[src/rtl/adm_consts.svh]
// Offsets, field positions, reset values and limits of the mode-control register bank.
// Assumes it is included by bare name from files that need these numbers.
`ifndef ADM_CONSTS_SVH
`define ADM_CONSTS_SVH

// Register indices carried in bits 14 to 8 of a control word.
`define ADM_IDX_ATT_LEFT 7'h10
`define ADM_IDX_ATT_RIGHT 7'h11
`define ADM_IDX_MODE_A 7'h12
`define ADM_IDX_MODE_B 7'h13

// Field positions in the format, de-emphasis and mute register.
`define ADM_A_LOAD 7
`define ADM_A_FMT_HI 6
`define ADM_A_FMT_LO 4
`define ADM_A_DMF_HI 3
`define ADM_A_DMF_LO 2
`define ADM_A_DME 1
`define ADM_A_MUTE 0

// Field positions in the output, phase and rate register.
`define ADM_B_PINV 7
`define ADM_B_ATS_HI 6
`define ADM_B_ATS_LO 5
`define ADM_B_ODIS 4
`define ADM_B_STEREO 2

// Reset values and the writable mask of the output register.
`define ADM_ATT_RST 8'hFF
`define ADM_MODE_A_RST 8'h50
`define ADM_MODE_B_RST 8'h00
`define ADM_MODE_B_WMASK 8'hF7

// Highest attenuation code that means full mute.
`define ADM_MUTE_MAX_CODE 8'h0E
// Full-scale code, 0 dB.
`define ADM_FULL_SCALE 8'hFF

`endif

[src/rtl/adm_pkg.sv]
// Types shared by the mode-control register bank and its helper modules.
// Assumes the constants header is available for numeric values.
package adm_pkg;

    // One 16-bit control word from the host.
    typedef struct packed {
        logic rw;
        logic [6:0] index;
        logic [7:0] data;
    } adm_ctrl_word_t;

    // Serial audio format codes.
    typedef enum logic [2:0] {
        ADM_FMT_RJ16 = 3'h0,
        ADM_FMT_RJ32 = 3'h1,
        ADM_FMT_RJ24 = 3'h2,
        ADM_FMT_LJ24 = 3'h3,
        ADM_FMT_I2S32 = 3'h4,
        ADM_FMT_I2S24 = 3'h5
    } adm_fmt_t;

    // Data justification of the serial input.
    typedef enum logic [1:0] {
        ADM_JUST_RIGHT = 2'h0,
        ADM_JUST_LEFT = 2'h1,
        ADM_JUST_I2S = 2'h2
    } adm_justify_t;

    // Decoded serial format.
    typedef struct packed {
        logic [5:0] word_bits;
        adm_justify_t justify;
        logic [6:0] min_bck_ratio;
    } adm_fmt_dec_t;

    // Decoded state of one channel's attenuator.
    typedef struct packed {
        logic full_mute;
        logic [7:0] atten_half_db;
        logic [7:0] level;
    } adm_chan_t;

endpackage : adm_pkg

[src/rtl/adm_sync3.sv]
// Three-stage synchroniser for pin inputs with an agreement filter.
// Assumes the input is asynchronous to clock_i.
`timescale 1ns/100ps
module adm_sync3
(
    input wire logic clock_i,
    input wire logic rst_n_i,
    input wire logic d_i,
    output logic q_o
);
    logic s1_ff;
    logic s2_ff;
    logic s3_ff;
    logic q_ff;

    // The first stage feeds only the second; the output moves once stages two and three agree.
    always_ff @(posedge clock_i or negedge rst_n_i)
    begin
        if (!rst_n_i)
        begin
            s1_ff <= 1'b0;
            s2_ff <= 1'b0;
            s3_ff <= 1'b0;
            q_ff <= 1'b0;
        end
        else
        begin
            s1_ff <= d_i;
            s2_ff <= s1_ff;
            s3_ff <= s2_ff;
            if (s2_ff == s3_ff)
            begin
                q_ff <= s3_ff;
            end
        end
    end

    assign q_o = q_ff;

    // The output only follows a level that two stages have agreed on.
    sync_agree_a: assert property (@(posedge clock_i) disable iff (!rst_n_i)
        (q_ff != $past(q_ff)) |-> ($past(s2_ff) == $past(s3_ff)))
        else $error("synchroniser output moved without agreement");
endmodule : adm_sync3

[src/rtl/adm_atten_ramp.sv]
// One channel's attenuator level, walked one code per step toward its target.
// Assumes step_en_i is a one-cycle pulse at the selected word-clock rate.
`timescale 1ns/100ps
module adm_atten_ramp
    import adm_pkg::*;
(
    input wire logic clock_i,
    input wire logic rst_n_i,
    input wire logic step_en_i,
    input wire logic [7:0] target_i,
    output logic [7:0] level_o
);
    `include "adm_consts.svh"

    logic [7:0] level_ff;
    logic [7:0] nxt_level;

    // Move one code per step so level changes never click.
    always_comb
    begin
        nxt_level = level_ff;
        if (step_en_i && (level_ff < target_i))
        begin
            nxt_level = level_ff + 8'h01;
        end
        else if (step_en_i && (level_ff > target_i))
        begin
            nxt_level = level_ff - 8'h01;
        end
    end

    always_ff @(posedge clock_i or negedge rst_n_i)
    begin
        if (!rst_n_i)
        begin
            level_ff <= `ADM_ATT_RST;
        end
        else
        begin
            level_ff <= nxt_level;
        end
    end

    assign level_o = level_ff;

    // A step while off target moves the level by exactly one code, up or down.
    ramp_one_step_a: assert property (@(posedge clock_i) disable iff (!rst_n_i)
        (step_en_i && (level_ff != target_i)) |=>
        ((level_ff == $past(level_ff) + 8'h01) || (level_ff == $past(level_ff) - 8'h01)))
        else $error("attenuator did not move one code on a step");

    // Without a step the level holds.
    ramp_hold_a: assert property (@(posedge clock_i) disable iff (!rst_n_i)
        !step_en_i |=> $stable(level_ff))
        else $error("attenuator moved without a step");
endmodule : adm_atten_ramp

[src/rtl/adm_mode_regs.sv]
// Mode-control register bank of a stereo audio converter: attenuation, format,
// de-emphasis, soft mute, phase, output disable and filter-bypass input selection.
// Assumes control words arrive on clock_i from the serial control port logic, and the
// external filter bypass level comes from the system register logic on the same clock.
`timescale 1ns/100ps
module adm_mode_regs
    import adm_pkg::*;
(
    input wire logic clock_i,
    input wire logic rst_n_i,
    input wire logic ctrl_valid_i,
    input wire adm_ctrl_word_t ctrl_word_i,
    output logic rd_valid_o,
    output logic [7:0] rd_data_o,
    input wire logic word_select_clock_i,
    input wire logic external_filter_bypass_i,
    input wire logic main_serial_data_i,
    input wire logic left_zero_flag_pin_i,
    input wire logic right_zero_flag_pin_i,
    output adm_chan_t left_chan_o,
    output adm_chan_t right_chan_o,
    output adm_fmt_dec_t format_o,
    output logic deemph_active_o,
    output logic [1:0] deemph_curve_o,
    output logic phase_invert_o,
    output logic output_disable_o,
    output logic bypass_stereo_o,
    output logic bypass_left_data_o,
    output logic bypass_right_data_o
);
    `include "adm_consts.svh"

    logic [7:0] att_left_ff;
    logic [7:0] att_right_ff;
    logic [7:0] applied_left_ff;
    logic [7:0] applied_right_ff;
    logic [7:0] mode_a_ff;
    logic [7:0] mode_b_ff;
    logic rd_valid_ff;
    logic [7:0] rd_data_ff;
    logic wr_stb;
    logic rd_stb;
    logic ws_sync;
    logic main_sync;
    logic zl_sync;
    logic zr_sync;
    logic ws_prev_ff;
    logic [2:0] div_cnt_ff;
    logic step_en_ff;
    logic [2:0] rate_mask;
    logic [7:0] target_left;
    logic [7:0] target_right;
    logic [7:0] level_left;
    logic [7:0] level_right;
    adm_chan_t left_chan_ff;
    adm_chan_t right_chan_ff;
    adm_fmt_dec_t format_ff;
    logic deemph_active_ff;
    logic [1:0] deemph_curve_ff;
    logic phase_invert_ff;
    logic output_disable_ff;
    logic bypass_stereo_ff;
    logic bypass_left_ff;
    logic bypass_right_ff;
    logic load_en;
    logic soft_mute;
    logic bypass_stereo_sel;

    // The top bit of each word chooses write or readback.
    assign wr_stb = ctrl_valid_i && !ctrl_word_i.rw;
    assign rd_stb = ctrl_valid_i && ctrl_word_i.rw;
    assign load_en = mode_a_ff[`ADM_A_LOAD];
    assign soft_mute = mode_a_ff[`ADM_A_MUTE];
    assign bypass_stereo_sel = mode_b_ff[`ADM_B_STEREO];

    // Host-visible registers; only the addressed register changes, and bit 3 of the output register always writes as zero.
    always_ff @(posedge clock_i or negedge rst_n_i)
    begin
        if (!rst_n_i)
        begin
            att_left_ff <= `ADM_ATT_RST;
            att_right_ff <= `ADM_ATT_RST;
            mode_a_ff <= `ADM_MODE_A_RST;
            mode_b_ff <= `ADM_MODE_B_RST;
        end
        else if (wr_stb)
        begin
            if (ctrl_word_i.index == `ADM_IDX_ATT_LEFT)
            begin
                att_left_ff <= ctrl_word_i.data;
            end
            else if (ctrl_word_i.index == `ADM_IDX_ATT_RIGHT)
            begin
                att_right_ff <= ctrl_word_i.data;
            end
            else if (ctrl_word_i.index == `ADM_IDX_MODE_A)
            begin
                mode_a_ff <= ctrl_word_i.data;
            end
            else if (ctrl_word_i.index == `ADM_IDX_MODE_B)
            begin
                mode_b_ff <= ctrl_word_i.data & `ADM_MODE_B_WMASK;
            end
        end
    end

    // Levels in use change only on attenuation writes made while loading is enabled.
    // A write with loading disabled is kept for readback but never reaches the attenuator.
    always_ff @(posedge clock_i or negedge rst_n_i)
    begin
        if (!rst_n_i)
        begin
            applied_left_ff <= `ADM_ATT_RST;
            applied_right_ff <= `ADM_ATT_RST;
        end
        else if (wr_stb && load_en)
        begin
            if (ctrl_word_i.index == `ADM_IDX_ATT_LEFT)
            begin
                applied_left_ff <= ctrl_word_i.data;
            end
            else if (ctrl_word_i.index == `ADM_IDX_ATT_RIGHT)
            begin
                applied_right_ff <= ctrl_word_i.data;
            end
        end
    end

    // Readback answers one cycle after the request; unmapped indices give zero.
    always_ff @(posedge clock_i or negedge rst_n_i)
    begin
        if (!rst_n_i)
        begin
            rd_valid_ff <= 1'b0;
            rd_data_ff <= 8'h00;
        end
        else
        begin
            rd_valid_ff <= rd_stb;
            if (rd_stb)
            begin
                if (ctrl_word_i.index == `ADM_IDX_ATT_LEFT)
                begin
                    rd_data_ff <= att_left_ff;
                end
                else if (ctrl_word_i.index == `ADM_IDX_ATT_RIGHT)
                begin
                    rd_data_ff <= att_right_ff;
                end
                else if (ctrl_word_i.index == `ADM_IDX_MODE_A)
                begin
                    rd_data_ff <= mode_a_ff;
                end
                else if (ctrl_word_i.index == `ADM_IDX_MODE_B)
                begin
                    rd_data_ff <= mode_b_ff;
                end
                else
                begin
                    rd_data_ff <= 8'h00;
                end
            end
        end
    end

    // Pins from outside the clock domain.
    adm_sync3 u_sync_ws (.clock_i(clock_i), .rst_n_i(rst_n_i), .d_i(word_select_clock_i), .q_o(ws_sync));
    adm_sync3 u_sync_main (.clock_i(clock_i), .rst_n_i(rst_n_i), .d_i(main_serial_data_i), .q_o(main_sync));
    adm_sync3 u_sync_zl (.clock_i(clock_i), .rst_n_i(rst_n_i), .d_i(left_zero_flag_pin_i), .q_o(zl_sync));
    adm_sync3 u_sync_zr (.clock_i(clock_i), .rst_n_i(rst_n_i), .d_i(right_zero_flag_pin_i), .q_o(zr_sync));

    // Step interval as a mask on the word-clock period counter.
    always_comb
    begin
        case (mode_b_ff[`ADM_B_ATS_HI:`ADM_B_ATS_LO])
            2'h0: rate_mask = 3'h0;
            2'h1: rate_mask = 3'h1;
            2'h2: rate_mask = 3'h3;
            default: rate_mask = 3'h7;
        endcase
    end

    // Count word-clock periods and emit a step pulse once per selected interval.
    always_ff @(posedge clock_i or negedge rst_n_i)
    begin
        if (!rst_n_i)
        begin
            ws_prev_ff <= 1'b0;
            div_cnt_ff <= 3'h0;
            step_en_ff <= 1'b0;
        end
        else
        begin
            ws_prev_ff <= ws_sync;
            step_en_ff <= 1'b0;
            if (ws_sync && !ws_prev_ff)
            begin
                div_cnt_ff <= div_cnt_ff + 3'h1;
                step_en_ff <= ((div_cnt_ff & rate_mask) == 3'h0);
            end
        end
    end

    // Soft mute drives both channels toward code zero through the same stepper.
    assign target_left = soft_mute ? 8'h00 : applied_left_ff;
    assign target_right = soft_mute ? 8'h00 : applied_right_ff;

    adm_atten_ramp u_ramp_left (
        .clock_i(clock_i),
        .rst_n_i(rst_n_i),
        .step_en_i(step_en_ff),
        .target_i(target_left),
        .level_o(level_left)
    );

    adm_atten_ramp u_ramp_right (
        .clock_i(clock_i),
        .rst_n_i(rst_n_i),
        .step_en_i(step_en_ff),
        .target_i(target_right),
        .level_o(level_right)
    );

    // Decode each channel's running code into half-dB attenuation and a mute flag.
    always_ff @(posedge clock_i or negedge rst_n_i)
    begin
        if (!rst_n_i)
        begin
            left_chan_ff <= '{full_mute: 1'b0, atten_half_db: 8'h00, level: `ADM_ATT_RST};
            right_chan_ff <= '{full_mute: 1'b0, atten_half_db: 8'h00, level: `ADM_ATT_RST};
        end
        else
        begin
            left_chan_ff.level <= level_left;
            left_chan_ff.atten_half_db <= `ADM_FULL_SCALE - level_left;
            left_chan_ff.full_mute <= (level_left <= `ADM_MUTE_MAX_CODE);
            right_chan_ff.level <= level_right;
            right_chan_ff.atten_half_db <= `ADM_FULL_SCALE - level_right;
            right_chan_ff.full_mute <= (level_right <= `ADM_MUTE_MAX_CODE);
        end
    end

    // Format decode; a reserved code leaves the previous decode in force.
    always_ff @(posedge clock_i or negedge rst_n_i)
    begin
        if (!rst_n_i)
        begin
            format_ff <= '{word_bits: 6'h18, justify: ADM_JUST_I2S, min_bck_ratio: 7'h30};
        end
        else
        begin
            case (mode_a_ff[`ADM_A_FMT_HI:`ADM_A_FMT_LO])
                ADM_FMT_RJ16: format_ff <= '{6'h10, ADM_JUST_RIGHT, 7'h20};
                ADM_FMT_RJ32: format_ff <= '{6'h20, ADM_JUST_RIGHT, 7'h40};
                ADM_FMT_RJ24: format_ff <= '{6'h18, ADM_JUST_RIGHT, 7'h30};
                ADM_FMT_LJ24: format_ff <= '{6'h18, ADM_JUST_LEFT, 7'h30};
                ADM_FMT_I2S32: format_ff <= '{6'h20, ADM_JUST_I2S, 7'h40};
                ADM_FMT_I2S24: format_ff <= '{6'h18, ADM_JUST_I2S, 7'h30};
                default: format_ff <= format_ff;
            endcase
        end
    end

    // Shared output controls for both channels, and bypass-mode input routing.
    always_ff @(posedge clock_i or negedge rst_n_i)
    begin
        if (!rst_n_i)
        begin
            deemph_active_ff <= 1'b0;
            deemph_curve_ff <= 2'h0;
            phase_invert_ff <= 1'b0;
            output_disable_ff <= 1'b0;
            bypass_stereo_ff <= 1'b0;
            bypass_left_ff <= 1'b0;
            bypass_right_ff <= 1'b0;
        end
        else
        begin
            deemph_curve_ff <= mode_a_ff[`ADM_A_DMF_HI:`ADM_A_DMF_LO];
            deemph_active_ff <= mode_a_ff[`ADM_A_DME] &&
                (mode_a_ff[`ADM_A_DMF_HI:`ADM_A_DMF_LO] != 2'h0);
            phase_invert_ff <= mode_b_ff[`ADM_B_PINV];
            output_disable_ff <= mode_b_ff[`ADM_B_ODIS];
            bypass_stereo_ff <= external_filter_bypass_i && bypass_stereo_sel;
            if (!external_filter_bypass_i)
            begin
                bypass_left_ff <= 1'b0;
                bypass_right_ff <= 1'b0;
            end
            else if (bypass_stereo_sel)
            begin
                bypass_left_ff <= zl_sync;
                bypass_right_ff <= zr_sync;
            end
            else
            begin
                bypass_left_ff <= main_sync;
                bypass_right_ff <= main_sync;
            end
        end
    end

    assign rd_valid_o = rd_valid_ff;
    assign rd_data_o = rd_data_ff;
    assign left_chan_o = left_chan_ff;
    assign right_chan_o = right_chan_ff;
    assign format_o = format_ff;
    assign deemph_active_o = deemph_active_ff;
    assign deemph_curve_o = deemph_curve_ff;
    assign phase_invert_o = phase_invert_ff;
    assign output_disable_o = output_disable_ff;
    assign bypass_stereo_o = bypass_stereo_ff;
    assign bypass_left_data_o = bypass_left_ff;
    assign bypass_right_data_o = bypass_right_ff;

    load_blocked_a: assert property (@(posedge clock_i) disable iff (!rst_n_i)
        (wr_stb && !load_en && (ctrl_word_i.index == `ADM_IDX_ATT_LEFT)) |=> $stable(applied_left_ff))
        else $error("attenuation applied while loading disabled");

    load_applied_a: assert property (@(posedge clock_i) disable iff (!rst_n_i)
        (wr_stb && load_en && (ctrl_word_i.index == `ADM_IDX_ATT_RIGHT)) |=>
        (applied_right_ff == $past(ctrl_word_i.data)))
        else $error("attenuation not applied while loading enabled");

    mode_write_a: assert property (@(posedge clock_i) disable iff (!rst_n_i)
        (wr_stb && (ctrl_word_i.index == `ADM_IDX_MODE_A)) |=> (mode_a_ff == $past(ctrl_word_i.data)))
        else $error("mode register write lost");

    reserved_zero_a: assert property (@(posedge clock_i) disable iff (!rst_n_i)
        (rd_stb && (ctrl_word_i.index == `ADM_IDX_MODE_B)) |=> (rd_valid_o && !rd_data_o[3]))
        else $error("reserved bit read back as one");

    mute_decode_a: assert property (@(posedge clock_i) disable iff (!rst_n_i)
        left_chan_o.full_mute == (left_chan_o.atten_half_db > 8'hF0))
        else $error("mute flag disagrees with attenuation");

    disable_follow_a: assert property (@(posedge clock_i) disable iff (!rst_n_i)
        (wr_stb && (ctrl_word_i.index == `ADM_IDX_MODE_B)) |=> ##1
        (output_disable_o == $past(ctrl_word_i.data[4], 2)))
        else $error("output disable did not follow write");

    bypass_gate_a: assert property (@(posedge clock_i) disable iff (!rst_n_i)
        bypass_stereo_o |-> $past(external_filter_bypass_i))
        else $error("stereo bypass outside bypass mode");

    step_rate_a: assert property (@(posedge clock_i) disable iff (!rst_n_i)
        step_en_ff |-> ($past(ws_sync) && !$past(ws_prev_ff)))
        else $error("step pulse without word clock edge");
endmodule : adm_mode_regs

[config.mk]
export PLATFORM = sky130hd
export DESIGN_NAME = adm_mode_regs
export DESIGN_NICKNAME = d
export VERILOG_FILES = /design/src/rtl/adm_pkg.sv /design/src/rtl/adm_sync3.sv /design/src/rtl/adm_atten_ramp.sv /design/src/rtl/adm_mode_regs.sv
export VERILOG_INCLUDE_DIRS = /design/src /design/src/rtl
export SDC_FILE = /design/constraint.sdc
export NUM_CORES = 1
export LEC_CHECK = 0
export BUFFER_PORTS_ARGS = -buffer_cell sky130_fd_sc_hd__buf_4
export CORE_ASPECT_RATIO = 1.2
export CORE_UTILIZATION = 57
export DETAILED_ROUTE_END_ITERATION = 10
export PLACE_DENSITY = 0.77
export SLEW_MARGIN = 20
export SYNTH_ARGS = -nofsm -noshare
export SYNTH_HDL_FRONTEND = slang
export SYNTH_SLANG_ARGS = --single-unit
[constraint.sdc]
create_clock -name clock_i -period 3.9 [get_ports clock_i]
set_input_delay 0.78 -clock clock_i [delete_from_list [all_inputs] [get_ports clock_i]]
set_output_delay 0.78 -clock clock_i [all_outputs]
set_load 0.01 [all_outputs]
# Word-level counts from Yosys, hierarchy flattened
# Cells that the tools add are included.
[totals]
input_bits = 24
register_bits = 150
wordCells = 119
[classes]
n_mux = 17
reduce_logical = 25
magnitude_cmp = 6
eq_ne = 15
add_sub_neg = 7
bitwise = 4
[ops]
columns = ["operator", "n"]
rows = [
  ["$pmux 15 s6", 1],
  ["$mux 8", 10],
  ["$eq 7x5->1 const B", 4],
  ["$add 8x1->8 const B", 2],
  ["$gt 8x8->1", 2],
  ["$le 8x4->1 const B", 2],
  ["$lt 8x8->1", 2],
  ["$sub 8x1->8 const B", 2],
  ["$sub 8x8->8 const A", 2],
  ["$logic_and 1x1->1", 10],
  ["$pmux 3 s3", 1],
  ["$eq 3x2->1 const B", 2],
  ["$eq 3x3->1 const B", 2],
  ["$logic_not 3->1", 2],
  ["$reduce_and 3->1", 2],
  ["$reduce_bool 2->1", 3],
  ["$reduce_bool 6->1", 1],
  ["$mux 1", 5],
  ["$reduce_and 5->1", 1],
  ["$eq 1x1->1", 4],
  ["$reduce_and 2->1", 2],
  ["$reduce_and 4->1", 1],
  ["$add 3x1->3 const B", 1],
  ["$and 3x3->3", 1],
  ["6 further kinds", 9],
]

# Depth between registers and ports, before layout
[depth]
depth_word = 5
ltp_mapped = 12
mapped_depth_nobuf = 11

# Modules after synthesis
# From an unflattened synthesis, not the netlist that was laid out.
[hier_totals]
cells_unflattened = 454
hier_area_um2 = 6331.1
[by_module_without_submodules]
columns = ["mod", "instances", "area_per_inst_um2", "cells_each", "seq_area_each_um2"]
rows = [
  ["adm_mode_regs", 1, 4271.6, 272, 2768.9],
  ["adm_atten_ramp at u_ramp_right", 1, 819.5, 79, 210.2],
  ["adm_atten_ramp at u_ramp_left", 1, 794.5, 83, 210.2],
  ["adm_sync3", 4, 111.4, 5, 100.1],
]

# Worst setup path after synthesis
# Ideal clock, no wire load.
[synth_timing]
kind = "reg2reg"
from = "register mode_a_ff[0]"
to = "register u_ramp_left.level_ff[7] (netlist: u_ramp_left.level_o[7])"
path_stages_with_launch = 13
setup_slack_ns = 0.714
arrival_time_ns = 3.121
path_cell_list = "dfrtp_1 -> clkbuf_1 -> nand2b_1 -> ha_1 -> a21oi_1 -> o221ai_1 -> a211o_1 -> ha_1 -> a21oi_1 -> a211oi_1 -> nor2_1 -> or4b_2 -> nand4_1"
[synth_between]
elab_chain_cells = 4
word_cells_on_any_way = 7
classes_between = "order compare: 2; mux: 2; reduce/logical: 3"
[synth_lines]
columns = ["element", "line_no", "text"]
rows = [
  ["start, declared", "adm_mode_regs.sv:37", "logic [7:0] mode_a_ff;"],
  ["start signal, assigned", "adm_mode_regs.sv:83", "mode_a_ff <= `ADM_MODE_A_RST;"],
  ["start signal, assigned", "adm_mode_regs.sv:98", "mode_a_ff <= ctrl_word_i.data;"],
  ["$mux 8 (*)", "adm_mode_regs.sv:205", "assign target_left = soft_mute ? 8'h00 : applied_left_ff;"],
  ["$lt 8x8->1 or $gt 8x8->1 (tied branches)", "adm_atten_ramp.sv:22, adm_atten_ramp.sv:26", ""],
  ["$logic_and 1x1->1, on equally long branches", "adm_atten_ramp.sv:22, adm_atten_ramp.sv:26", ""],
  ["$mux 8 or $reduce_bool 2->1 (tied branches)", "n/a", ""],
  ["end signal, assigned", "adm_atten_ramp.sv:36", "level_ff <= `ADM_ATT_RST;"],
  ["end signal, assigned", "adm_atten_ramp.sv:40", "level_ff <= nxt_level;"],
  ["end, declared", "adm_atten_ramp.sv:15", "logic [7:0] level_ff;"],
]
# Mark *: on every way between the ends. The rest lies on a longest branch, timed or not.
# A chain may end at the register's enable or synchronous reset.

# Final worst setup path
[layout_timing]
from = "register mode_a_ff[0]"
to = "register u_ramp_right.level_ff[6] (netlist: u_ramp_right.level_o[6])"
[layout_between]
elab_chain_cells = 4
word_cells_on_any_way = 7
classes_between = "order compare: 2; mux: 2; reduce/logical: 3"
[layout_lines]
columns = ["element", "line_no", "text"]
rows = [
  ["$mux 8 (*)", "adm_mode_regs.sv:206", "assign target_right = soft_mute ? 8'h00 : applied_right_ff;"],
  ["$lt 8x8->1 or $gt 8x8->1 (tied branches)", "adm_atten_ramp.sv:22, adm_atten_ramp.sv:26", ""],
  ["$logic_and 1x1->1, on equally long branches", "adm_atten_ramp.sv:22, adm_atten_ramp.sv:26", ""],
  ["$mux 8 or $reduce_bool 2->1 (tied branches)", "n/a", ""],
  ["end signal, assigned", "adm_atten_ramp.sv:36", ""],
  ["end signal, assigned", "adm_atten_ramp.sv:40", ""],
  ["end, declared", "adm_atten_ramp.sv:15", ""],
]
# Marks and branches as above.

==> metrics.cfg <==
[status]
status=completed

[routing]
totalWireLength_mm=10.9
wire_per_inst_um=16.2
postRouteAntennaNets=0
vias=3711
drtIter0Drc=164
drc=0
post_drt_via_cell_ratio=5.49
drt_pass1_iterations=4

[clock_network]
hold_buffers=0
cts_tree=yes
clk_pin_slew_ps=60
clock_sinks=140
numCtsBuffers=17
clk_path_buf_depth=2
post-cts-setup-buffers=0
clock_latency_ps=410
cts-root-buf=clkbuf_16
cts_max_level=4
cts_resized=0

[die]
die_w_um=96.8
core-area_mm2=0.0105
io_pins=90
fp-row-count=41
die_h_um=116
die_area_mm2=0.0112
start_util=0.584

[finish]
layout.nets=592
drive_gt1_frac=0.470
fillers=713
diodes=0
design_area_mm2=0.00747
areaGrowthSynthToFinish_pct=21.6

[synthesis]
syn-cell-area_mm2=0.00614
synth_top_family_by_area=multiplexers
async_flop_share=1.00
yosys.area_share.simple=0.0729
seq_area_frac_synth=0.585
ys_types=52
synth-edff-count=0
syn_inst=444
synth_compound_area_frac=0.0638
synthFlopType=dfrtp_1
synth_xor_area_frac=0.0214
syn_area_per_cell_um2=13.8
ys_ff_latch=140
synth_adder_area_share=0.0782
synth_warnings=0
synthMuxAreaShare=0.143

[global_routing]
grt.total_usage=0.211
first_global_vias=3827
grt_pass1_wl_mm=18.5
antenna_found_initial=0
grt-ovfl-total=0
grt_max_degree=79

[power_and_ir_drop]
power_leakage_nw=3.42
power_mw=5.39
vdd_ir_drop_max_mv=0.349
power.density_mw_per_mm2=722

[placed_design]
gp_congestion=0.741
post-place-ws_ps=430
portBuffers=82
place_hpwl_mm=7.61
detailed_place.area_mm2=0.00685

[worst_setup_path]
crit_type=reg -> reg
cp.arrival_ps=3920
worstSetupEndpointType=flop
critPathLaunchType=flop
required_ps=4240
crit_fanout=18

[timing]
min_period_over_period=0.919
tns_ps=0
rsz0062_at_grt=no
max_freq_mhz=279
setup_viol=0
fin_skew_ps=8.04
slew_violations=0
worst_slack_ps=317
slew_headroom=0.449
worstMarginPinSlew_ps=823
fin_crit_ps=3580
finalHoldViolCount=0

[worst_hold_path]
min_path_type=in -> async

[flow_run]
cap_violations=0

==> layout by cell type, fill, tap and decap left out, drive strengths merged, types with 3 or more instances in the layout <==
master,count
a21o,3
a21oi,19
a22o,8
buf,83
bufinv,3
clkbuf,18
clkinv,4
conb,7
dfrtp,71
dfstp,69
ha,32
inv,32
maj3,4
mux2,55
mux2i,10
mux4,7
nand2,22
nand2b,16
nand3,4
nand4,5
nor2,7
nor2b,6
o211ai,4
o21a,3
o21ai,9
xnor2,10
xor2,5
==> flip-flops by register name, indices dropped and copies added, names as in the netlist, 3 cells and up <==
signal	flops
att_right_ff	8
right_chan_o	17
rd_data_o	8
mode_a_ff	8
mode_b_ff	7
u_ramp_left.level_o	8
format_o	5
att_left_ff	8
div_cnt_ff	3
applied_left_ff	8
left_chan_o	17
applied_right_ff	8
u_ramp_right.level_o	8
==> logic make-up (layout without fill, tap and decap cells) <==
group | after synthesis | in the layout
mux | 72 | 72
xor+xnor | 15 | 15
buf+inv | 45 | 142
fa+ha+maj | 38 | 38
other cells | 1 | 7
simple gates | 74 | 74
flops | 140 | 140
compound gates | 59 | 59
==> power by group <==
| group | internal, mW | switching, mW | leakage, nW |
|---|---|---|---|
| logic | 0.793 | 0.807 | 1.50 |
| registers | 1.91 | 0.224 | 1.62 |
| clock network | 1.04 | 0.625 | 0.299 |
==> worst max-delay path: stages (launching register included) <==
cell and delay, ps:
dfrtp_1 520, nand2b_1 220, ha_1 300, and4b_1 220, a211oi_1 390, o211ai_1 400
fa_1 540, a21oi_1 240, o211ai_1 130, a21oi_1 200, xnor2_1 80, mux2_2 270
==> area by class of cell <==
cell class	instances	area, um^2	area share
flip-flops and latches	140	3590	0.481
multi-input cells	265	2350	0.315
repair buffers	83	639	0.0856
clock buffers	18	439	0.0588
clock inverters	14	184	0.0246
well taps	129	161	0.0216
inverters	27	101	0.0136
==> cell usage after synthesis (2+ instances only) <==
library cell,count,share of area
dfrtp_1,71,0.29
dfstp_2,69,0.30
mux2_2,55,0.10
ha_1,32,0.065
inv_1,27,0.017
a21oi_1,19,0.015
nand2_1,18,0.011
nand2b_1,16,0.016
buf_4,10,0.012
mux2i_1,10,0.016
xnor2_1,10,0.014
o21ai_0,9,0.0073
a22o_1,8,0.011
mux4_2,7,0.026
nor2_1,6,0.0037
nor2b_1,6,0.0061
nand4_1,5,0.0051
xor2_1,5,0.0071
buf_2,4,0.0033
maj3_1,4,0.0065
nand2_2,4,0.0041
o211ai_1,4,0.0049
a21o_1,3,0.0037
nand3_1,3,0.0024
o21a_1,3,0.0037
a211oi_1,2,0.0024
a21boi_0,2,0.0024
a41oi_1,2,0.0029
and2_1,2,0.0020
clkbuf_1,2,0.0012
fa_1,2,0.0065
nand3b_1,2,0.0024
o31ai_1,2,0.0024
o41ai_1,2,0.0029
==> worst paths after layout <==
path	startpoint	to	slack, ps	depth (start not counted)
setup reg to reg	mode_a_ff[0]	u_ramp_right.level_o[6]	320	11
hold / removal	rst_n_i	right_chan_o[13]	340	1
setup / recovery	mode_a_ff[0]	u_ramp_right.level_o[6]	320	11
max in group asynchronous	rst_n_i	att_right_ff[2]	2760	2
min in group clock_i	u_sync_zr.s1_ff	u_sync_zr.s2_ff	350	0
hold reg to reg	u_sync_zr.s1_ff	u_sync_zr.s2_ff	350	0
==> stage by stage <==
stage | std cells | util | hold slack [ps]
4_1_cts | 676 | 0.710 | 349
6_report | 676 | 0.710 | 335
3_3_place_gp | 644 | 0.651 | 334
5_1_grt | 676 | 0.710 | 361
3_5_place_dp | 644 | 0.651 | 335
2_1_floorplan | 450 | - | 331
==> routing by layer <==
| metal | global-route usage | vias to the layer above | wire [um] |
|---|---|---|---|
| li1 | - | 1735 | - |
| met1 | 0.253 | 1883 | 4660 |
| met2 | 0.377 | 79 | 5750 |
| met3 | 0.0464 | 14 | 369 |
| met4 | 0.0766 | 0 | 160 |
| met5 | 0 | - | 0 |
Power figures use the tool's default switching activity.
